[src/crpc_map.svh]
// Register offsets, field positions, reset values and timing counts of the reset/power block.
`ifndef CRPC_MAP_SVH
`define CRPC_MAP_SVH
`define CRPC_OFS_SOFT_RST     16'h8810
`define CRPC_OFS_PD_CTRL      16'h8812
`define CRPC_OFS_PHY_RST      16'h8814
`define CRPC_OFS_MACIF_RST    16'h8815
`define CRPC_OFS_STATE        16'h8818
`define CRPC_OFS_PMG_CTRL     16'h8819
`define CRPC_OFS_DIAG_CLK     16'h882c
`define CRPC_BIT_RESET        0
`define CRPC_BIT_PD           0
`define CRPC_BIT_READY        0
`define CRPC_BIT_PD_REACHED   1
`define CRPC_BIT_OSC          0
`define CRPC_BIT_DIAG_EN      0
`define CRPC_RST_DIAG_CLK     16'h0002
`define CRPC_RST_ZERO         16'h0000
`define CRPC_STARTUP_NS       1000
`define CRPC_STARTUP_CYC      ((`CRPC_STARTUP_NS + 9) / 10)
`define CRPC_SUBRST_NS        160
`define CRPC_SUBRST_CYC       ((`CRPC_SUBRST_NS + 9) / 10)
`define CRPC_CHIPRST_NS       320
`define CRPC_CHIPRST_CYC      ((`CRPC_CHIPRST_NS + 9) / 10)
`endif

[src/crpc_pkg.sv]
// Types shared by the reset and power control block.
package crpc_pkg;
  typedef enum logic [3:0] {
    CRPC_ST_CHIPRST = 4'h1,
    CRPC_ST_STARTUP = 4'h2,
    CRPC_ST_RUN     = 4'h4,
    CRPC_ST_PDOWN   = 4'h8
  } crpc_state_t;
endpackage

[src/crpc_pulse_stretch.sv]
// Self-clearing reset bit that holds its reset output for a fixed cycle count.
`include "crpc_map.svh"
module crpc_pulse_stretch #(
  parameter int unsigned CYCLES = 16
) (
  // Clock and reset
  input  wire logic clk,
  input  wire logic reset,
  // Trigger and result
  input  wire logic start,
  output logic      active
);
  logic [7:0] countReg;
  logic [7:0] countNext;
  logic       activeNext;

  assign countNext  = start ? CYCLES[7:0] : (countReg != 8'h00 ? countReg - 8'h01 : 8'h00);
  assign activeNext = (countNext != 8'h00);

  always_ff @(posedge clk) begin
    if (reset) begin
      countReg <= 8'h00;
      active   <= 1'b0;
    end else begin
      countReg <= countNext;
      active   <= activeNext;
    end
  end
endmodule

[src/crpc_chip_reset_power.sv]
// Chip-level software reset and power management registers on the management bus.
//
// Function
// - Full-chip soft reset reinitialises, then self-clears.
// - Soft power-down turns off most circuitry.
// - Registers stay accessible during power-down.
// - Power-down reset value taken from strap pin.
// - PHY subsystem reset bit, self-clearing.
// - MAC interface reset bit, self-clearing.
// - Status bit 1 shows power-down state.
// - Status bit 0 shows start-up complete.
// - Force boot oscillator enable, resets zero.
// - Diagnostics clock enable bit 0, reset 0x0002.
`include "crpc_map.svh"
module crpc_chip_reset_power (
  // Clock and reset
  input  wire logic        clk,
  input  wire logic        reset,
  // Management register port
  input  wire logic        regWrite,
  input  wire logic        regRead,
  input  wire logic [15:0] regAddr,
  input  wire logic [15:0] regWdata,
  output logic      [15:0] regRdata,
  output logic             regRvalid,
  // Strap pin
  input  wire logic        powerDownStrapPin,
  // Controls to the chip
  output logic             chipResetOut,
  output logic             phySubsystemResetOut,
  output logic             macInterfaceResetOut,
  output logic             circuitryPowerDown,
  output logic             forceBootOscEnable,
  output logic             diagnosticsClockEnable
);
  crpc_pkg::crpc_state_t stateReg;
  crpc_pkg::crpc_state_t stateNext;
  logic [2:0]  strapSync;
  logic        strapValue;
  logic        strapLoad_reg;
  logic        strapSeen_reg;
  logic        softPowerDown_reg;
  logic        softPowerDown_next;
  logic        forceOsc_reg;
  logic        diagEn_reg;
  logic [15:0] startCount_reg;
  logic [15:0] startCount_next;
  logic [7:0]  chipCount_reg;
  logic [7:0]  chipCount_next;
  logic        phyActive;
  logic        macActive;
  logic        internalReset;
  logic [15:0] readMux;

  wire selSoft  = (regAddr == `CRPC_OFS_SOFT_RST);
  wire selPd    = (regAddr == `CRPC_OFS_PD_CTRL);
  wire selPhy   = (regAddr == `CRPC_OFS_PHY_RST);
  wire selMac   = (regAddr == `CRPC_OFS_MACIF_RST);
  wire selState = (regAddr == `CRPC_OFS_STATE);
  wire selPmg   = (regAddr == `CRPC_OFS_PMG_CTRL);
  wire selDiag  = (regAddr == `CRPC_OFS_DIAG_CLK);

  wire chipRstReq = regWrite && selSoft && regWdata[`CRPC_BIT_RESET];
  wire phyRstReq  = regWrite && selPhy && regWdata[`CRPC_BIT_RESET] && !internalReset;
  wire macRstReq  = regWrite && selMac && regWdata[`CRPC_BIT_RESET] && !internalReset;

  // Soft reset clears the oscillator, diagnostics and sub-reset registers; the power-down bit and strap capture keep their values.
  assign internalReset = reset || (stateReg == crpc_pkg::CRPC_ST_CHIPRST);

  assign strapValue = strapSync[2];
  // Apart from the load right after reset, a one-cycle glitch on the strap never reaches the power-down bit.
  wire strapAgree = (strapSync[2] == strapSync[1]);

  assign softPowerDown_next = strapLoad_reg ? strapValue :
                              (regWrite && selPd) ? regWdata[`CRPC_BIT_PD] : softPowerDown_reg;

  always_comb begin
    stateNext = stateReg;
    case (stateReg)
      crpc_pkg::CRPC_ST_CHIPRST: if (chipCount_reg == 8'h00) stateNext = crpc_pkg::CRPC_ST_STARTUP;
      crpc_pkg::CRPC_ST_STARTUP: begin
        // Going straight to power-down keeps ready from flashing high for one cycle.
        if (startCount_reg == 16'h0000) begin
          stateNext = softPowerDown_reg ? crpc_pkg::CRPC_ST_PDOWN : crpc_pkg::CRPC_ST_RUN;
        end
      end
      crpc_pkg::CRPC_ST_RUN:     if (softPowerDown_reg) stateNext = crpc_pkg::CRPC_ST_PDOWN;
      crpc_pkg::CRPC_ST_PDOWN:   if (!softPowerDown_reg) stateNext = crpc_pkg::CRPC_ST_STARTUP;
      default:                   stateNext = crpc_pkg::CRPC_ST_CHIPRST;
    endcase
    if (chipRstReq) begin
      stateNext = crpc_pkg::CRPC_ST_CHIPRST;
    end
  end

  assign chipCount_next  = chipRstReq ? 8'((`CRPC_CHIPRST_CYC) - 1) :
                           (chipCount_reg != 8'h00 ? chipCount_reg - 8'h01 : 8'h00);
  assign startCount_next = (stateNext == crpc_pkg::CRPC_ST_STARTUP &&
                            stateReg != crpc_pkg::CRPC_ST_STARTUP) ? 16'((`CRPC_STARTUP_CYC) - 1) :
                           (startCount_reg != 16'h0000 ? startCount_reg - 16'h0001 : 16'h0000);

  wire statusReady     = (stateReg == crpc_pkg::CRPC_ST_RUN);
  wire statusPowerDown = (stateReg == crpc_pkg::CRPC_ST_PDOWN);

  assign readMux = selSoft  ? {15'h0000, stateReg == crpc_pkg::CRPC_ST_CHIPRST} :
                   selPd    ? {15'h0000, softPowerDown_reg} :
                   selPhy   ? {15'h0000, phyActive} :
                   selMac   ? {15'h0000, macActive} :
                   selState ? {14'h0000, statusPowerDown, statusReady} :
                   selPmg   ? {15'h0000, forceOsc_reg} :
                   selDiag  ? (`CRPC_RST_DIAG_CLK | {15'h0000, diagEn_reg}) :
                   16'h0000;

  always_ff @(posedge clk) begin
    strapSync <= {strapSync[1:0], powerDownStrapPin};
    if (strapAgree) strapSeen_reg <= strapSync[2];
  end

  always_ff @(posedge clk) begin
    if (reset) begin
      stateReg       <= crpc_pkg::CRPC_ST_STARTUP;
      chipCount_reg  <= 8'h00;
      startCount_reg <= 16'((`CRPC_STARTUP_CYC) - 1);
      strapLoad_reg  <= 1'b1;
    end else begin
      stateReg       <= stateNext;
      chipCount_reg  <= chipCount_next;
      startCount_reg <= startCount_next;
      strapLoad_reg  <= strapAgree && (strapSync[2] != strapSeen_reg);
    end
  end

  always_ff @(posedge clk) begin
    if (reset) begin
      softPowerDown_reg <= 1'b0;
    end else begin
      softPowerDown_reg <= softPowerDown_next;
    end
  end

  always_ff @(posedge clk) begin
    if (internalReset) begin
      forceOsc_reg <= 1'b0;
      diagEn_reg   <= 1'b0;
    end else begin
      if (regWrite && selPmg) forceOsc_reg <= regWdata[`CRPC_BIT_OSC];
      if (regWrite && selDiag) diagEn_reg <= regWdata[`CRPC_BIT_DIAG_EN];
    end
  end

  crpc_pulse_stretch #(.CYCLES(`CRPC_SUBRST_CYC)) phyStretch (
    .clk    (clk),
    .reset  (internalReset),
    .start  (phyRstReq),
    .active (phyActive)
  );

  crpc_pulse_stretch #(.CYCLES(`CRPC_SUBRST_CYC)) macStretch (
    .clk    (clk),
    .reset  (internalReset),
    .start  (macRstReq),
    .active (macActive)
  );

  always_ff @(posedge clk) begin
    if (reset) begin
      regRdata               <= 16'h0000;
      regRvalid              <= 1'b0;
      chipResetOut           <= 1'b0;
      phySubsystemResetOut   <= 1'b0;
      macInterfaceResetOut   <= 1'b0;
      circuitryPowerDown     <= 1'b0;
      forceBootOscEnable     <= 1'b0;
      diagnosticsClockEnable <= 1'b0;
    end else begin
      regRdata               <= regRead ? readMux : 16'h0000;
      regRvalid              <= regRead;
      chipResetOut           <= (stateNext == crpc_pkg::CRPC_ST_CHIPRST);
      phySubsystemResetOut   <= phyActive;
      macInterfaceResetOut   <= macActive;
      circuitryPowerDown     <= softPowerDown_next;
      forceBootOscEnable     <= forceOsc_reg;
      diagnosticsClockEnable <= diagEn_reg;
    end
  end

  // Power-down must follow the control bit within one cycle.
  chk_pd_follow: assert property (@(posedge clk) disable iff (reset)
    !strapLoad_reg |=> circuitryPowerDown == $past(softPowerDown_next))
    else $error("power-down output does not follow control bit");

  chk_pd_enter: assert property (@(posedge clk) disable iff (reset)
    (softPowerDown_reg && stateReg == crpc_pkg::CRPC_ST_RUN && !chipRstReq) |=>
    stateReg == crpc_pkg::CRPC_ST_PDOWN)
    else $error("power-down state not entered");

  chk_ready_run: assert property (@(posedge clk) disable iff (reset)
    (stateReg == crpc_pkg::CRPC_ST_STARTUP) |-> !(readMux[0] && selState))
    else $error("ready reads one during start-up");

  chk_pd_status: assert property (@(posedge clk) disable iff (reset)
    selState |-> readMux[1] == (stateReg == crpc_pkg::CRPC_ST_PDOWN))
    else $error("power-down status wrong");

  chk_chip_reset: assert property (@(posedge clk) disable iff (reset)
    chipRstReq |=> chipResetOut ##1 chipResetOut)
    else $error("chip reset not started");

  chk_phy_sc: assert property (@(posedge clk) disable iff (internalReset)
    phyRstReq |=> phyActive [*8])
    else $error("phy reset not held");

  chk_mac_sc: assert property (@(posedge clk) disable iff (internalReset)
    macRstReq |=> macActive ##[1:20] !macActive)
    else $error("mac reset did not clear");

  chk_read_pd: assert property (@(posedge clk) disable iff (reset)
    regRead |=> regRvalid)
    else $error("read lost");

  chk_zero_noop: assert property (@(posedge clk) disable iff (internalReset)
    (regWrite && selPhy && !regWdata[0] && !phyActive) |=> !phyActive)
    else $error("zero write started reset");

  chk_diag_reserved: assert property (@(posedge clk) disable iff (reset)
    selDiag |-> readMux[1] && readMux[0] == diagEn_reg)
    else $error("diag clock register wrong");

  chk_osc_write: assert property (@(posedge clk) disable iff (internalReset)
    (regWrite && selPmg) |=> forceOsc_reg == $past(regWdata[0]))
    else $error("oscillator bit not written");
endmodule

[config.mk]
export PLATFORM = sky130hd
export DESIGN_NAME = crpc_chip_reset_power
export DESIGN_NICKNAME = d
export VERILOG_FILES = /design/src/crpc_pkg.sv /design/src/crpc_pulse_stretch.sv /design/src/crpc_chip_reset_power.sv
export VERILOG_INCLUDE_DIRS = /design/src /design/src/src
export SDC_FILE = /design/constraint.sdc
export NUM_CORES = 1
export LEC_CHECK = 0
export BUFFER_PORTS_ARGS = -buffer_cell sky130_fd_sc_hd__buf_4
export CAP_MARGIN = 20
export CELL_PAD_IN_SITES_DETAIL_PLACEMENT = 1
export CELL_PAD_IN_SITES_GLOBAL_PLACEMENT = 2
export CORE_ASPECT_RATIO = 0.7
export CORE_MARGIN = 1.5
export CORE_UTILIZATION = 35
export CTS_CLUSTER_DIAMETER = 50
export DETAILED_ROUTE_END_ITERATION = 8
export PLACE_DENSITY = 0.84
export SLEW_MARGIN = 20
export SYNTH_ARGS = -nofsm -noshare
export SYNTH_HDL_FRONTEND = slang
export SYNTH_SLANG_ARGS = --single-unit
export TNS_END_PERCENT = 10
[constraint.sdc]
create_clock -name clk -period 5.81 [get_ports clk]
set_clock_uncertainty 0.2 [all_clocks]
set_input_delay 1.162 -clock clk [delete_from_list [all_inputs] [get_ports clk]]
set_output_delay 1.162 -clock clk [all_outputs]
set_load 0.01 [all_outputs]
==> reports/results.ini <==
[synth]
yosys.cell_types.count = 49
synth_adder_area_share_pct = 2.61
synth.area.mux_share_pct = 1.04
synth_edf_count = 1
async_reset_ff_share_pct = 0
yosys-top-cells-count = dfxtp_1 (61), nor2_1 (48), nand2_1 (20), xnor2_1 (19)
synth_top_area_cell = dfxtp_1
yosys.area_share.simple_pct = 27.0
synth_area_um2 = 2870
synthFlopType = dfxtp_1
synth-xor-area-share_pct = 9.14
synth-seq-cells = 62
netlist_instances = 324
synth_top_family_by_area = simple AND/OR/NAND/NOR gates
yosys_warnings = 0
synth_top_area_share_pct = 42.5
synth.most_common_cell = dfxtp_1
synth-compound-area-share_pct = 10.1
ys_seq_area_share_pct = 43.5
synthTopCellsByArea = dfxtp_1 (42%), nor2_1 (6.3%), xnor2_1 (5.8%)
synth.avg_cell_area_um2 = 8.87

[grt]
grt_max_degree = 16
antenna_found_initial = 0
grt-ovfl-total = 0
grt_pass1_wl_um = 11300
grt_use_total_pct = 16.3
grt_pass1_vias = 2254

[drt]
dr.pass1.iters = 4
antenna_left = 0
drt_wl_total_um = 6530
viasPerCell = 4.95
drc = 0
wl_per_cell_um = 14.1
via_count = 2287
drt_iter0_drc = 60

[place]
hpwlAfterDp_um = 4810
gp_congestion = 0.800
dp_cells = 447
port_buffers = 30

[clocking]
cts_resized = 0
cts_tree = built
clk_pin_slew_worst_paths_ns = 0.05
htreeDepth = 3
ctsHoldBuffers = 0
clkSinkCount = 62
ctsRootBufferMaster = clkbuf_16
clockBufferDepth = 2
cts_buffers = 9
post-cts-setup-buffer-count = 0
clk_latency_ns = 0.32

[sta]
worst_slew_pin_slew_ns = 0.802
final-max-slew-violation-count = 0
period_needed_ns = 3.08
hold_viol = 0
setup_violations = 0
relSlewSlack_pct = 45.8
min_period_over_period_pct = 53.1
fmax_mhz = 324
grt_setup_unrepaired = no
tns_ns = 0

[finish]
drive_gt1_share_pct = 15.0
area_growth_pct = 19.0
num_antenna_cells = 0
fin_nets = 400
largest_register_ffs = 16
fin_cells = 462

[critical_path]
cp_max_fo = 12
required_ns = 5.87
critical_path_class = primary input to flop
critPathLaunch = regAddr[9]
reg2reg_depth = 5
critPathCaptureType = flop
endpoint = startCount_reg[3]
critPathLaunchType = primary input
r2r-start = startCount_reg[7]
r2r-end = stateReg[2]
critPathArrivalTime_ns = 3.14
r2r_setup_slack_ns = 3.32

[floorplanning]
io_pins = 60
num_rows = 27
coreArea_um2 = 7910
die_area_um2 = 8770
die_w_um = 111
die_h_um = 78.8
start_util_pct = 36.4

[pwr]
irDropWorstVdd_mv = 0.197
p_per_area_nw_per_um2 = 429
p_leak_nw = 1.41

[min_path]
holdCritPathClass = flop to flop

[job]
maxCapViolCount = 0

[outcome]
outcome = complete, no violations

-- layer usage --
| metal | GRT usage (%) | part of all wire, % | up-vias |
|---|---|---|---|
| met1 | 21.5 | 50 | 1075 |
| met4 | 6.08 | 1.5 | 0 |
| li1 | - | - | 1163 |
| met3 | 5.27 | 4.5 | 11 |
| met5 | 0 | 0 | - |
| met2 | 25.2 | 44 | 38 |
-- stage by stage --
step	hold WS (ns)	instance area, um^2	util (%)	setup WS (ns)	power [mW]
floorplan	0.110	2920	-	2.73	0.881
global placement	0.118	3140	39.7	2.42	0.963
detailed placement	0.116	3140	39.7	2.40	0.983
CTS	0.128	3420	43.3	2.70	1.49
global route	0.138	3420	43.3	2.57	1.58
finish	0.129	3420	43.3	2.73	1.47
-- cell type report --
| class | count | area (um^2) |
|---|---|---|
| Fill cell | 955 | 4480 |
| Multi-Input combinational cell | 240 | 1490 |
| Sequential cell | 62 | 1250 |
| Clock buffer | 14 | 274 |
| Timing Repair Buffer | 30 | 225 |
| Tap cell | 101 | 126 |
| Inverter | 14 | 52.6 |
| Clock inverter | 1 | 5.00 |
-- power breakdown --
group	switching (mW)	total, mW	leakage [nW]	internal [mW]
logic	0.218	0.395	0.759	0.177
registers	0.0671	0.577	0.511	0.510
clock network	0.174	0.494	0.139	0.320
-- worst min-delay path by stage --
stage / start / end / slack, ns / depth (start not counted)
after floorplan: strapSync[0] / strapSync[1] / 0.11 / 0
after global placement: strapSync[0] / strapSync[1] / 0.12 / 0
after detailed placement: strapSync[0] / strapSync[1] / 0.12 / 0
after CTS: strapSync[0] / strapSync[1] / 0.13 / 0
after global routing: strapSync[0] / strapSync[1] / 0.14 / 0
final: strapSync[0] / strapSync[1] / 0.13 / 0
-- kinds of logic after synthesis --
kind of cell,count (synthesis)
xor gates and xnor gates,30
and+or+nand+nor,143
DFF,62
AOI/OAI and AO/OA,44
other,1
buffers and inverters,35
muxes,3
adders and majority gates,6
-- critical path: stages --
cell and delay (ns):
buf_4 0.10, or4b_2 0.73, nor3_4 0.32, nand3_1 0.31, a21o_2 0.37, a21oi_1 0.13
-- layout by cell type, fill, tap and decap left out, types with 3 or more instances in the layout --
| master | instances |
|---|---|
| xor2_1 | 11 |
| ha_1 | 6 |
| nand2b_1 | 5 |
| a21oi_1 | 7 |
| nor2_1 | 48 |
| clkbuf_16 | 9 |
| inv_1 | 14 |
| nor4_1 | 8 |
| nor3_1 | 11 |
| nand2_1 | 20 |
| clkbuf_8 | 3 |
| o21ai_0 | 14 |
| conb_1 | 14 |
| mux2i_1 | 3 |
| nand3b_1 | 4 |
| nor4b_1 | 3 |
| nand4_1 | 4 |
| dfxtp_1 | 61 |
| xnor2_1 | 19 |
| nand4b_1 | 4 |
| nor3b_1 | 3 |
| nand3_1 | 9 |
| nor2b_1 | 10 |
| buf_4 | 30 |
| o211ai_1 | 4 |
| a31oi_1 | 6 |
(Power assumes the default switching activity.)
